### src/rtl/tmcpw_pkg.sv
// Purpose: constants, types and helpers of the timer set
// Assumes: one sys_clk at 125 MHz; oscillator and cycle ticks arrive as one-cycle enables
// Notes: registers sit behind the paged control-register port of the core
package tmcpw_pkg;

	// register offsets, page 0
	localparam logic [3:0] TMCPW_OFF_C1_PRESET = 4'hB;
	localparam logic [3:0] TMCPW_OFF_C2_PRESET = 4'hC;
	localparam logic [3:0] TMCPW_OFF_HI_PRESET = 4'hD;
	localparam logic [3:0] TMCPW_OFF_LO_PRESET = 4'hE;
	localparam logic [3:0] TMCPW_OFF_IRQ_MASK  = 4'hF;
	// register offsets, page 1
	localparam logic [3:0] TMCPW_OFF_WAKE      = 4'h6;
	localparam logic [3:0] TMCPW_OFF_TICK_CTRL = 4'h7;
	localparam logic [3:0] TMCPW_OFF_WDT_CTRL  = 4'h8;
	localparam logic [3:0] TMCPW_OFF_C12_CTRL  = 4'h9;

	// reset values
	localparam logic [7:0] TMCPW_RST_WAKE      = 8'h00;
	localparam logic [7:0] TMCPW_RST_TICK_CTRL = 8'hBF;
	localparam logic [7:0] TMCPW_RST_WDT_CTRL  = 8'h00;
	localparam logic [7:0] TMCPW_RST_C12_CTRL  = 8'h00;
	localparam logic [7:0] TMCPW_RST_PRESET    = 8'h00;
	localparam logic [7:0] TMCPW_RST_IRQ_MASK  = 8'h00;

	// writable bit masks
	localparam logic [7:0] TMCPW_WMASK_WAKE    = 8'h8F;
	localparam logic [7:0] TMCPW_WMASK_WDT     = 8'h0F;

	// field positions
	localparam int TMCPW_BIT_SINK      = 7;
	localparam int TMCPW_BIT_INT_EDGE  = 7;
	localparam int TMCPW_BIT_GIE       = 6;
	localparam int TMCPW_BIT_TSRC      = 5;
	localparam int TMCPW_BIT_TEDGE     = 4;
	localparam int TMCPW_BIT_TICK_PRESCALE_ON      = 3;
	localparam int TMCPW_BIT_WDT_ON    = 3;
	localparam int TMCPW_BIT_C2_SEL    = 7;
	localparam int TMCPW_BIT_C1_SEL    = 3;

	// event and mask bit order
	localparam int TMCPW_EV_TICK = 0;
	localparam int TMCPW_EV_EXT0 = 1;
	localparam int TMCPW_EV_EXT1 = 2;
	localparam int TMCPW_EV_C1   = 3;
	localparam int TMCPW_EV_C2   = 4;
	localparam int TMCPW_EV_HI   = 5;
	localparam int TMCPW_EV_LO   = 6;
	localparam int TMCPW_EV_PIN  = 7;

	localparam logic [7:0] TMCPW_CNT_TOP = 8'hFF;

	typedef struct packed {
		logic       page;  // page select bit of the core
		logic       wr;    // write strobe
		logic [3:0] addr;  // register offset
		logic [7:0] wdata; // write data
	} tmcpw_bus_s;

	typedef struct packed {
		logic sub_tick;   // sub-oscillator tick
		logic main_tick;  // main-oscillator tick
		logic instr_tick; // instruction cycle tick
	} tmcpw_clk_s;

	typedef struct packed {
		logic       low_pulse_clk_select;
		logic [2:0] low_ratio;
		logic       high_pulse_clk_select;
		logic [2:0] high_ratio;
	} tmcpw_pulse_ctrl_s;

	typedef enum logic [1:0] {
		PH_IDLE = 2'b00,
		PH_HIGH = 2'b01,
		PH_LOW  = 2'b10
	} tmcpw_phase_e;

	// prescaler match mask: field 0..7 selects 1:2 .. 1:256
	function automatic logic [7:0] tmcpw_scale_mask(input logic [2:0] ratio);
		tmcpw_scale_mask = 8'((9'h002 << ratio) - 9'h001);
	endfunction : tmcpw_scale_mask

endpackage : tmcpw_pkg

### src/rtl/tmcpw_down_timer.sv
// Purpose: 8-bit auto-reload down counter behind an 8-bit prescaler
// Assumes: src_tick is a one-cycle enable from the selected oscillator
// Notes: underflow after preset+1 prescaled ticks, reload in the same cycle
`timescale 1ns/1ps
`default_nettype none
module tmcpw_down_timer
	import tmcpw_pkg::*;
(
	input  wire logic       sys_clk,     // system clock
	input  wire logic       reset_n,     // async reset, active low
	input  wire logic       src_tick,    // source clock enable
	input  wire logic       restart,     // hold at preset, clear prescaler
	input  wire logic [2:0] ratio,       // prescale select
	input  wire logic [7:0] preset,      // reload value
	output logic            underflow_q, // one-cycle underflow pulse
	output logic [7:0]      count_q      // current count
);
	logic [7:0] pre_q;
	logic [7:0] pre_d;
	logic [7:0] count_d;
	logic       uf_d;
	logic       step;

	always_comb begin
		step    = src_tick && ((pre_q & tmcpw_scale_mask(ratio)) == tmcpw_scale_mask(ratio));
		pre_d   = pre_q;
		count_d = count_q;
		uf_d    = 1'b0;
		if (restart) begin
			pre_d   = 8'h00;
			count_d = preset;
		end else begin
			if (src_tick)
				pre_d = pre_q + 8'h01;
			if (step) begin
				if (count_q == 8'h00) begin
					count_d = preset;
					uf_d    = 1'b1;
				end else begin
					count_d = count_q - 8'h01;
				end
			end
		end
	end

	always_ff @(posedge sys_clk or negedge reset_n) begin
		if (!reset_n) begin
			pre_q       <= 8'h00;
			count_q     <= 8'h00;
			underflow_q <= 1'b0;
		end else begin
			pre_q       <= pre_d;
			count_q     <= count_d;
			underflow_q <= uf_d;
		end
	end
endmodule : tmcpw_down_timer
`default_nettype wire

### src/rtl/tmcpw_timers.sv
// Purpose: counters, pulse width timers, carrier, tick counter, watchdog and their control registers
// Assumes: all pins and ticks synchronous to sys_clk; registers reached over the paged core port
// Notes: read data is registered, one cycle after the address; the status flags live outside
`timescale 1ns/1ps
`default_nettype none
module tmcpw_timers
	import tmcpw_pkg::*;
(
	input  wire logic              sys_clk,              // system clock
	input  wire logic              reset_n,              // async reset, active low
	input  wire tmcpw_bus_s        ctl_bus,              // core register port
	output logic [7:0]             reg_rdata_q,          // registered read data
	input  wire tmcpw_clk_s        clk_ticks,            // oscillator and cycle enables
	input  wire tmcpw_pulse_ctrl_s pulse_ctrl,           // pulse timer clock and prescale
	input  wire logic              ir_pwm_function_on,   // waveform generator enable
	input  wire logic              carrier_modulate_on,  // modulate low phases
	input  wire logic              low_only_pulse,       // low timer times both phases
	input  wire logic              irq_disable_instr,    // disable instruction executed
	input  wire logic              irq_enable_instr,     // enable instruction executed
	input  wire logic              irq_return_instr,     // return-from-interrupt executed
	input  wire logic              irq_taken,            // hardware interrupt accepted
	input  wire logic              ext_irq_pin_zero,     // external interrupt zero pin
	input  wire logic              ext_irq_pin_one,      // external interrupt one pin
	input  wire logic              tick_pin,             // external tick counter pin
	input  wire logic              tick_wr,              // core writes the tick counter
	input  wire logic [7:0]        tick_wdata,           // value written to tick counter
	input  wire logic              watchdog_clear,       // watchdog clear or sleep instruction
	input  wire logic [3:0]        pin_change,           // change pulses p8h,p8l,p6h,p6l
	output logic                   waveform_out_pin,     // PWM / IR waveform
	output logic                   output_sink_select,   // waveform pin sink strength
	output logic [7:0]             irq_events_q,         // one-cycle interrupt events
	output logic [7:0]             irq_pending_q,        // events passed by the mask
	output logic                   irq_global_on_q,      // global interrupt enable
	output logic                   wake_request_q,       // enabled pin-change wake-up
	output logic [7:0]             tick_count_q,         // tick counter value
	output logic                   wdt_timeout_q         // watchdog timeout pulse
);

	// control registers
	logic [7:0] wake_q, wake_d, tctl_q, tctl_d, wctl_q, wctl_d, c12_q, c12_d;
	logic [7:0] c1_pre_q, c1_pre_d, c2_pre_q, c2_pre_d, hi_pre_q, hi_pre_d;
	logic [7:0] lo_pre_q, lo_pre_d, imr_q, imr_d, rdata_d;
	logic       gie_d;

	function automatic logic hit(input tmcpw_bus_s b, input logic pg, input logic [3:0] off);
		hit = b.page == pg && b.addr == off;
	endfunction : hit

	always_comb begin
		wake_d   = wake_q;
		tctl_d   = tctl_q;
		wctl_d   = wctl_q;
		c12_d    = c12_q;
		c1_pre_d = c1_pre_q;
		c2_pre_d = c2_pre_q;
		hi_pre_d = hi_pre_q;
		lo_pre_d = lo_pre_q;
		imr_d    = imr_q;
		if (ctl_bus.wr) begin
			if (hit(ctl_bus, 1'b1, TMCPW_OFF_WAKE))      wake_d = ctl_bus.wdata & TMCPW_WMASK_WAKE;
			if (hit(ctl_bus, 1'b1, TMCPW_OFF_TICK_CTRL)) tctl_d = ctl_bus.wdata;
			if (hit(ctl_bus, 1'b1, TMCPW_OFF_WDT_CTRL))  wctl_d = ctl_bus.wdata & TMCPW_WMASK_WDT;
			if (hit(ctl_bus, 1'b1, TMCPW_OFF_C12_CTRL))  c12_d = ctl_bus.wdata;
			if (hit(ctl_bus, 1'b0, TMCPW_OFF_C1_PRESET)) c1_pre_d = ctl_bus.wdata;
			if (hit(ctl_bus, 1'b0, TMCPW_OFF_C2_PRESET)) c2_pre_d = ctl_bus.wdata;
			if (hit(ctl_bus, 1'b0, TMCPW_OFF_HI_PRESET)) hi_pre_d = ctl_bus.wdata;
			if (hit(ctl_bus, 1'b0, TMCPW_OFF_LO_PRESET)) lo_pre_d = ctl_bus.wdata;
			if (hit(ctl_bus, 1'b0, TMCPW_OFF_IRQ_MASK))  imr_d = ctl_bus.wdata;
		end
		// disable and hardware interrupt win over enable in the same cycle
		gie_d = irq_global_on_q;
		if (irq_enable_instr || irq_return_instr)
			gie_d = 1'b1;
		if (irq_disable_instr || irq_taken)
			gie_d = 1'b0;
		rdata_d = 8'h00;
		if (hit(ctl_bus, 1'b1, TMCPW_OFF_WAKE))      rdata_d = wake_q;
		if (hit(ctl_bus, 1'b1, TMCPW_OFF_TICK_CTRL)) begin
			rdata_d                 = tctl_q;
			rdata_d[TMCPW_BIT_GIE]  = irq_global_on_q;
		end
		if (hit(ctl_bus, 1'b1, TMCPW_OFF_WDT_CTRL))  rdata_d = wctl_q;
		if (hit(ctl_bus, 1'b1, TMCPW_OFF_C12_CTRL))  rdata_d = c12_q;
		if (hit(ctl_bus, 1'b0, TMCPW_OFF_C1_PRESET)) rdata_d = c1_pre_q;
		if (hit(ctl_bus, 1'b0, TMCPW_OFF_C2_PRESET)) rdata_d = c2_pre_q;
		if (hit(ctl_bus, 1'b0, TMCPW_OFF_HI_PRESET)) rdata_d = hi_pre_q;
		if (hit(ctl_bus, 1'b0, TMCPW_OFF_LO_PRESET)) rdata_d = lo_pre_q;
		if (hit(ctl_bus, 1'b0, TMCPW_OFF_IRQ_MASK))  rdata_d = imr_q;
	end

	always_ff @(posedge sys_clk or negedge reset_n) begin
		if (!reset_n) begin
			wake_q          <= TMCPW_RST_WAKE;
			tctl_q          <= TMCPW_RST_TICK_CTRL;
			wctl_q          <= TMCPW_RST_WDT_CTRL;
			c12_q           <= TMCPW_RST_C12_CTRL;
			c1_pre_q        <= TMCPW_RST_PRESET;
			c2_pre_q        <= TMCPW_RST_PRESET;
			hi_pre_q        <= TMCPW_RST_PRESET;
			lo_pre_q        <= TMCPW_RST_PRESET;
			imr_q           <= TMCPW_RST_IRQ_MASK;
			irq_global_on_q <= 1'b0;
			reg_rdata_q     <= 8'h00;
		end else begin
			wake_q          <= wake_d;
			tctl_q          <= tctl_d;
			wctl_q          <= wctl_d;
			c12_q           <= c12_d;
			c1_pre_q        <= c1_pre_d;
			c2_pre_q        <= c2_pre_d;
			hi_pre_q        <= hi_pre_d;
			lo_pre_q        <= lo_pre_d;
			imr_q           <= imr_d;
			irq_global_on_q <= gie_d;
			reg_rdata_q     <= rdata_d;
		end
	end

	assign output_sink_select = wake_q[TMCPW_BIT_SINK];

	// four down timers
	logic         c1_uf, c2_uf, hi_uf, lo_uf, hi_restart, lo_restart;
	tmcpw_phase_e phase_q, phase_d;

	tmcpw_down_timer u_cnt_one (
		.sys_clk     (sys_clk),
		.reset_n     (reset_n),
		.src_tick    (c12_q[TMCPW_BIT_C1_SEL] ? clk_ticks.main_tick : clk_ticks.sub_tick),
		.restart     (1'b0),
		.ratio       (c12_q[2:0]),
		.preset      (c1_pre_q),
		.underflow_q (c1_uf),
		.count_q     ()
	);

	tmcpw_down_timer u_cnt_two (
		.sys_clk     (sys_clk),
		.reset_n     (reset_n),
		.src_tick    (c12_q[TMCPW_BIT_C2_SEL] ? clk_ticks.main_tick : clk_ticks.sub_tick),
		.restart     (1'b0),
		.ratio       (c12_q[6:4]),
		.preset      (c2_pre_q),
		.underflow_q (c2_uf),
		.count_q     ()
	);

	tmcpw_down_timer u_high_pulse (
		.sys_clk     (sys_clk),
		.reset_n     (reset_n),
		.src_tick    (pulse_ctrl.high_pulse_clk_select ? clk_ticks.main_tick : clk_ticks.sub_tick),
		.restart     (hi_restart),
		.ratio       (pulse_ctrl.high_ratio),
		.preset      (hi_pre_q),
		.underflow_q (hi_uf),
		.count_q     ()
	);

	tmcpw_down_timer u_low_pulse (
		.sys_clk     (sys_clk),
		.reset_n     (reset_n),
		.src_tick    (pulse_ctrl.low_pulse_clk_select ? clk_ticks.main_tick : clk_ticks.sub_tick),
		.restart     (lo_restart),
		.ratio       (pulse_ctrl.low_ratio),
		.preset      (lo_pre_q),
		.underflow_q (lo_uf),
		.count_q     ()
	);

	// waveform phases and carrier
	logic carrier_q, carrier_d, wave_d;

	always_comb begin
		carrier_d  = c2_uf ? !carrier_q : carrier_q;
		phase_d    = phase_q;
		unique case (phase_q)
			PH_IDLE: if (ir_pwm_function_on) phase_d = PH_HIGH;
			PH_HIGH: begin
				if (!ir_pwm_function_on)
					phase_d = PH_IDLE;
				else if (low_only_pulse ? lo_uf : hi_uf)
					phase_d = PH_LOW;
			end
			PH_LOW: begin
				if (!ir_pwm_function_on)
					phase_d = PH_IDLE;
				else if (lo_uf)
					phase_d = PH_HIGH;
			end
			default: phase_d = PH_IDLE;
		endcase
		// timers count from the boundary edge itself, so the registered underflow adds no cycle
		hi_restart = phase_d != PH_HIGH || low_only_pulse;
		lo_restart = phase_d == PH_IDLE || (phase_d == PH_HIGH && !low_only_pulse);
		wave_d = phase_d == PH_HIGH || (phase_d == PH_LOW && carrier_modulate_on && carrier_d);
	end

	always_ff @(posedge sys_clk or negedge reset_n) begin
		if (!reset_n) begin
			phase_q          <= PH_IDLE;
			carrier_q        <= 1'b0;
			waveform_out_pin <= 1'b0;
		end else begin
			phase_q          <= phase_d;
			carrier_q        <= carrier_d;
			waveform_out_pin <= wave_d;
		end
	end

	// tick counter, watchdog, external pins and events
	logic [7:0] tpre_q, tpre_d, tick_d, wpre_q, wpre_d, wcnt_q, wcnt_d, ev_d;
	logic       tpin_q, ext_irq_pin_zero_q, int1_q, wdt_d, wake_d2;
	logic       tsrc, tstep, wstep, tedge, ext_irq_pin_zero_ev;

	always_comb begin
		tedge = tctl_q[TMCPW_BIT_TEDGE] ? (tpin_q && !tick_pin) : (!tpin_q && tick_pin);
		tsrc  = tctl_q[TMCPW_BIT_TSRC] ? tedge : clk_ticks.instr_tick;
		tstep = tctl_q[TMCPW_BIT_TICK_PRESCALE_ON] ?
			(tsrc && ((tpre_q & tmcpw_scale_mask(tctl_q[2:0])) == tmcpw_scale_mask(tctl_q[2:0]))) : tsrc;
		tpre_d = tsrc ? tpre_q + 8'h01 : tpre_q;
		tick_d = tstep ? tick_count_q + 8'h01 : tick_count_q;
		if (tick_wr) begin
			tpre_d = 8'h00;
			tick_d = tick_wdata;
		end
		// prescaler counts sub ticks, so the rate is the selected ratio of Fs, 1:2 at field 0
		wstep  = clk_ticks.sub_tick && ((wpre_q & tmcpw_scale_mask(wctl_q[2:0])) ==
			tmcpw_scale_mask(wctl_q[2:0]));
		wpre_d = clk_ticks.sub_tick ? wpre_q + 8'h01 : wpre_q;
		wcnt_d = wstep ? wcnt_q + 8'h01 : wcnt_q;
		wdt_d  = wctl_q[TMCPW_BIT_WDT_ON] && wstep && wcnt_q == TMCPW_CNT_TOP;
		if (!wctl_q[TMCPW_BIT_WDT_ON] || watchdog_clear) begin
			wpre_d = 8'h00;
			wcnt_d = 8'h00;
		end
		ext_irq_pin_zero_ev = tctl_q[TMCPW_BIT_INT_EDGE] ? (ext_irq_pin_zero_q && !ext_irq_pin_zero) : (!ext_irq_pin_zero_q && ext_irq_pin_zero);
		ev_d                = 8'h00;
		ev_d[TMCPW_EV_TICK] = tstep && !tick_wr && tick_count_q == TMCPW_CNT_TOP;
		ev_d[TMCPW_EV_EXT0] = ext_irq_pin_zero_ev;
		ev_d[TMCPW_EV_EXT1] = int1_q && !ext_irq_pin_one;
		ev_d[TMCPW_EV_C1]   = c1_uf;
		ev_d[TMCPW_EV_C2]   = c2_uf;
		ev_d[TMCPW_EV_HI]   = hi_uf;
		ev_d[TMCPW_EV_LO]   = lo_uf;
		ev_d[TMCPW_EV_PIN]  = |pin_change;
		wake_d2 = |(pin_change & ~wake_q[3:0]);
	end

	always_ff @(posedge sys_clk or negedge reset_n) begin
		if (!reset_n) begin
			tpre_q         <= 8'h00;
			tick_count_q   <= 8'h00;
			wpre_q         <= 8'h00;
			wcnt_q         <= 8'h00;
			wdt_timeout_q  <= 1'b0;
			tpin_q         <= 1'b0;
			ext_irq_pin_zero_q         <= 1'b0;
			int1_q         <= 1'b0;
			irq_events_q   <= 8'h00;
			irq_pending_q  <= 8'h00;
			wake_request_q <= 1'b0;
		end else begin
			tpre_q         <= tpre_d;
			tick_count_q   <= tick_d;
			wpre_q         <= wpre_d;
			wcnt_q         <= wcnt_d;
			wdt_timeout_q  <= wdt_d;
			tpin_q         <= tick_pin;
			ext_irq_pin_zero_q         <= ext_irq_pin_zero;
			int1_q         <= ext_irq_pin_one;
			irq_events_q   <= ev_d;
			irq_pending_q  <= ev_d & imr_q;
			wake_request_q <= wake_d2;
		end
	end
endmodule : tmcpw_timers
`default_nettype wire
### config.mk
export PLATFORM = sky130hd
export DESIGN_NAME = tmcpw_timers
export DESIGN_NICKNAME = d
export VERILOG_FILES = /design/src/rtl/tmcpw_pkg.sv /design/src/rtl/tmcpw_down_timer.sv /design/src/rtl/tmcpw_timers.sv
export SDC_FILE = /design/constraint.sdc
export NUM_CORES = 1
export LEC_CHECK = 0
export BUFFER_PORTS_ARGS = -buffer_cell sky130_fd_sc_hd__buf_2
export CAP_MARGIN = 20
export CORE_MARGIN = 1
export CORE_UTILIZATION = 45
export DETAILED_ROUTE_END_ITERATION = 8
export PLACE_DENSITY = 0.65
export SLEW_MARGIN = 20
export SYNTH_ARGS = -nofsm -noshare
export SYNTH_HDL_FRONTEND = slang
export SYNTH_SLANG_ARGS = --single-unit
export TNS_END_PERCENT = 100
### constraint.sdc
create_clock -name sys_clk -period 2.3 [get_ports sys_clk]
set_input_delay 0.345 -clock sys_clk [delete_from_list [all_inputs] [get_ports sys_clk]]
set_output_delay 0.345 -clock sys_clk [all_outputs]
set_load 0.02 [all_outputs]
==> results.md <==
* Outcome: finished, final reports clean
* Fin crit share at 0.848
* Int Pwr at 6780 uW
* Yosys synthesis warning count at 0
* Die Wd at 150 um
* Residual DRC at 0
* Worst slew margin at 0.609
* Clk sinks at slightly below 200
* Core Region at 21,200 sq um
* Final TNS setup at 0 ps
* Grt ovf at 0
* Sequential share of power at 0.475
* Critical Path Max Stage Delay at 420 ps
* HP Start: ext_irq_pin_one
* Commonest non-fill, non-tap cell in the layout: dfrtp_1
* Pleak at 0.00514 uW
* Vias at about 7,600
* Post-CTS resize count at 0
* Worst slew pin tran at 587 ps
* Synth Area in Compound Gates at 0.131
* Vias in the first global route at 7,412
* Kind of critical path: reg2reg
* WP buf/inv at 2
* Crit-path cells: inv_1 > ha_1 > nor3b_1 > nand2_1 > o211ai_1 > buf_4 > o21ai_0 > mux2_2
* Final Slew Violations at 0
* Max-Cap Viols at 0
* Cell Rows at 53
* Mux contribution to synthesized area at 0.0942
* Reg2reg start: u_low_pulse.count_q[0]
* TritonCTS clock tree: done
* EDFF count, synth at 0
* Synth area leader: dfrtp_1
* Synthesis-stage register bit count at 198
* Die ar. at 22,500 sq um
* Area growth syn-to-layout at 15.0%
* Final wirelength at between 20 and 25 mm
* # port buffers at 87
* RD Place Congestion at 0.929
* Xor/xnor share of the synthesized area at 0.0418
* First-pass GRT wire length at between 30 and 40 mm
* Post-Synthesis Net Count at 1,028
* Seq/Total Area, Yosys at 0.504
* Critical path endpoint category: flip-flop
* F_max at around 0.5 GHz
* H-tree depth at 4
* Die Height at 150 um
* Ratio of cells with drive above 1 in the final layout at 0.226
* Initial antenna violation count at 0
* Clk_lat worst skew at 440 ps
* N_diodes at 0
* Clock root buffer master: clkbuf_16
* Psw at 3500 uW
* Power density over the cells at 908 nW/um^2
* DP Area at roughly 11,000 sq um
* Setup Fix Bufs, Post-CTS at 0
* TritonCTS buffer count at 17
* Post-DP HPWL at 17.0 mm
* Largest family of logic cells by synthesized area: simple AND/OR/NAND/NOR gates
* Synth Flop Type: dfrtp_1
* Final setup fails at 0
* Final Critical Period at roughly 1900 ps
* Share of total power in combinational logic at 0.233
* Clock share of power at 0.292
* Synth Cell Area at 9860 sq um
* Largest net degree at the start of global routing at 61
* Worst Path Arrival at between 2000 and 2500 ps
* Post-synth ARST share at 1.00
* Final Instance Area at about 11,000 sq um
* Startpoint types: flip-flop
* Drt via density at around 5.6
* Synthesized area per cell at 10.3 sq um
* GRT Overall Usage at 0.221
* Sw Share at 0.340
* Cell family with most CP delay: flip-flops
* Synth Area in Adders at 0.0203
* Final Hold Vio Count at 0
* Count of different cell masters after synthesis at slightly below 80
* RSZ-0062 raised after global routing: no
* CP Max Fanout at 21
* Wire per inst at 17.3 um
* Post-DRT Antenna Nets at 0
* Post-synth top area share at 0.485
* Worst vdd ir at 0.464 mV
* Synth Instances at around 960
* IO Pins at 88
* CP required at 2630 ps
* Nets at 1,133
* Setup skew after layout at 13.5 ps
* Iter 0 DRT Violations at 513
* Area contributors post-synth: dfrtp_1 (48%), mux2_2 (7.8%), nand2_1 (3.4%), nor2_1 (3.4%), o21ai_0 (3.3%)
* Slowest cell on the critical path: dfrtp_1
* Cts hold-fix bufs at 1
* Most frequent cells in the layout: dfrtp_1 (191), nand2_1 (90), nor2_1 (89), buf_2 (86), mux2_2 (68)
* Worst-path clk slew at 80 ps
* Type of the tightest min-delay check: in2reg
* Critical Path Start: u_low_pulse.count_q[0]
* Post-Synth Simple-Gate Area at 0.184
* Starting density of the core at 0.464
* Drt pass-1 iters at 6
* Clock buffer depth at 2
-- area by class of cell --
| class | instances | area, sq um |
|---|---|---|
| Timing Repair Buffer | 116 | 689 |
| Tap cell | 275 | 344 |
| Clock buffer | 19 | 443 |
| Inverter | 28 | 105 |
| Sequential cell | 198 | 4960 |
| Multi-Input combinational cell | 705 | 4650 |
| Clock inverter | 12 | 138 |
| Fill cell | 1911 | 9890 |
-- power by group through the flow --
stage / logic (uW) / registers, uW / clock network, uW
3_5_place_dp: 2400 / 4930 / 0
3_3_place_gp: 2320 / 4930 / 0
6_report: 2400 / 4880 / 3000
4_1_cts: 2410 / 4880 / 3060
2_1_floorplan: 1720 / 4760 / 0
5_1_grt: 2730 / 4990 / 3210
-- sequential cells by signal, indices dropped and copies added, names as in the netlist, 5 cells and up --
signal / flops
u_cnt_two.pre_q: 8
u_low_pulse.pre_q: 8
wake_q: 5
tick_count_q: 8
lo_pre_q: 8
u_high_pulse.pre_q: 8
irq_pending_q: 8
c12_q: 8
u_low_pulse.count_q: 8
u_cnt_two.count_q: 8
tctl_q: 7
irq_events_q: 8
imr_q: 8
hi_pre_q: 8
u_cnt_one.pre_q: 8
wcnt_q: 8
wpre_q: 8
tpre_q: 8
c2_pre_q: 8
c1_pre_q: 8
reg_rdata_q: 8
u_cnt_one.count_q: 8
u_high_pulse.count_q: 8
-- metrics by stage --
step / total power (uW) / std cells / hold slack (ps) / util / worst slack, ps
6_report: 10300 / 1353 / 24.9 / 0.534 / 350
3_3_place_gp: 7250 / 1321 / 365 / 0.506 / 305
3_5_place_dp: 7340 / 1321 / 364 / 0.506 / 244
2_1_floorplan: 6490 / 961 / 49.4 / - / 426
4_1_cts: 10300 / 1353 / 7.09 / 0.534 / 351
5_1_grt: 10900 / 1353 / 8.79 / 0.534 / 175
-- layer usage --
metal	global-route usage	wire, um	vias up
li1	-	-	3634
met1	0.304	10900	3693
met2	0.349	10600	231
met3	0.0460	1400	45
met4	0.0717	539	0
met5	0	0	-
-- path summary, 6_finish.rpt --
kind | slack [ps] | cells past startpoint | to
min reg2reg | 410 | 0 | irq_events_q[3]
max | 350 | 8 | u_low_pulse.count_q[1]
min | 20 | 1 | int1_q
max reg2reg | 350 | 8 | u_low_pulse.count_q[1]
max in group asynchronous | 1110 | 3 | tctl_q[0]
min in group asynchronous | 440 | 2 | u_low_pulse.pre_q[4]
-- worst register-to-register path: stages (launching register included) --
cell	delay, ps
dfrtp_1	420
inv_1	100
ha_1	140
nor3b_1	270
nand2_1	130
o211ai_1	130
buf_4	260
o21ai_0	120
mux2_2	260
-- Yosys cell counts, types with 7 or more instances --
cell	count
o21ai_1	11
o21ai_0	65
nand2_1	90
nand3b_1	10
clkbuf_1	16
dfstp_2	7
mux2_2	68
ha_1	16
a31oi_1	11
or3_1	7
and2_1	9
xnor2_1	16
nand3_1	24
mux2i_1	14
nand2b_1	15
nor3b_1	8
dfrtp_1	191
buf_2	9
nand4_1	19
o22ai_1	12
and3_1	13
nor3_1	25
a21oi_1	56
inv_1	28
nor2_1	89
xor2_1	31
nor2b_1	12
-- cells by family (layout without fill, tap and decap cells) --
| logic type | Yosys count | in the layout |
|---|---|---|
| flops | 198 | 198 |
| compound gates | 208 | 208 |
| fa+ha+maj | 16 | 16 |
| mux | 84 | 84 |
| buf+inv | 58 | 175 |
| xor+xnor | 47 | 47 |
| simple gates | 350 | 350 |
Note: power is estimated with default switching activity, not from simulation.
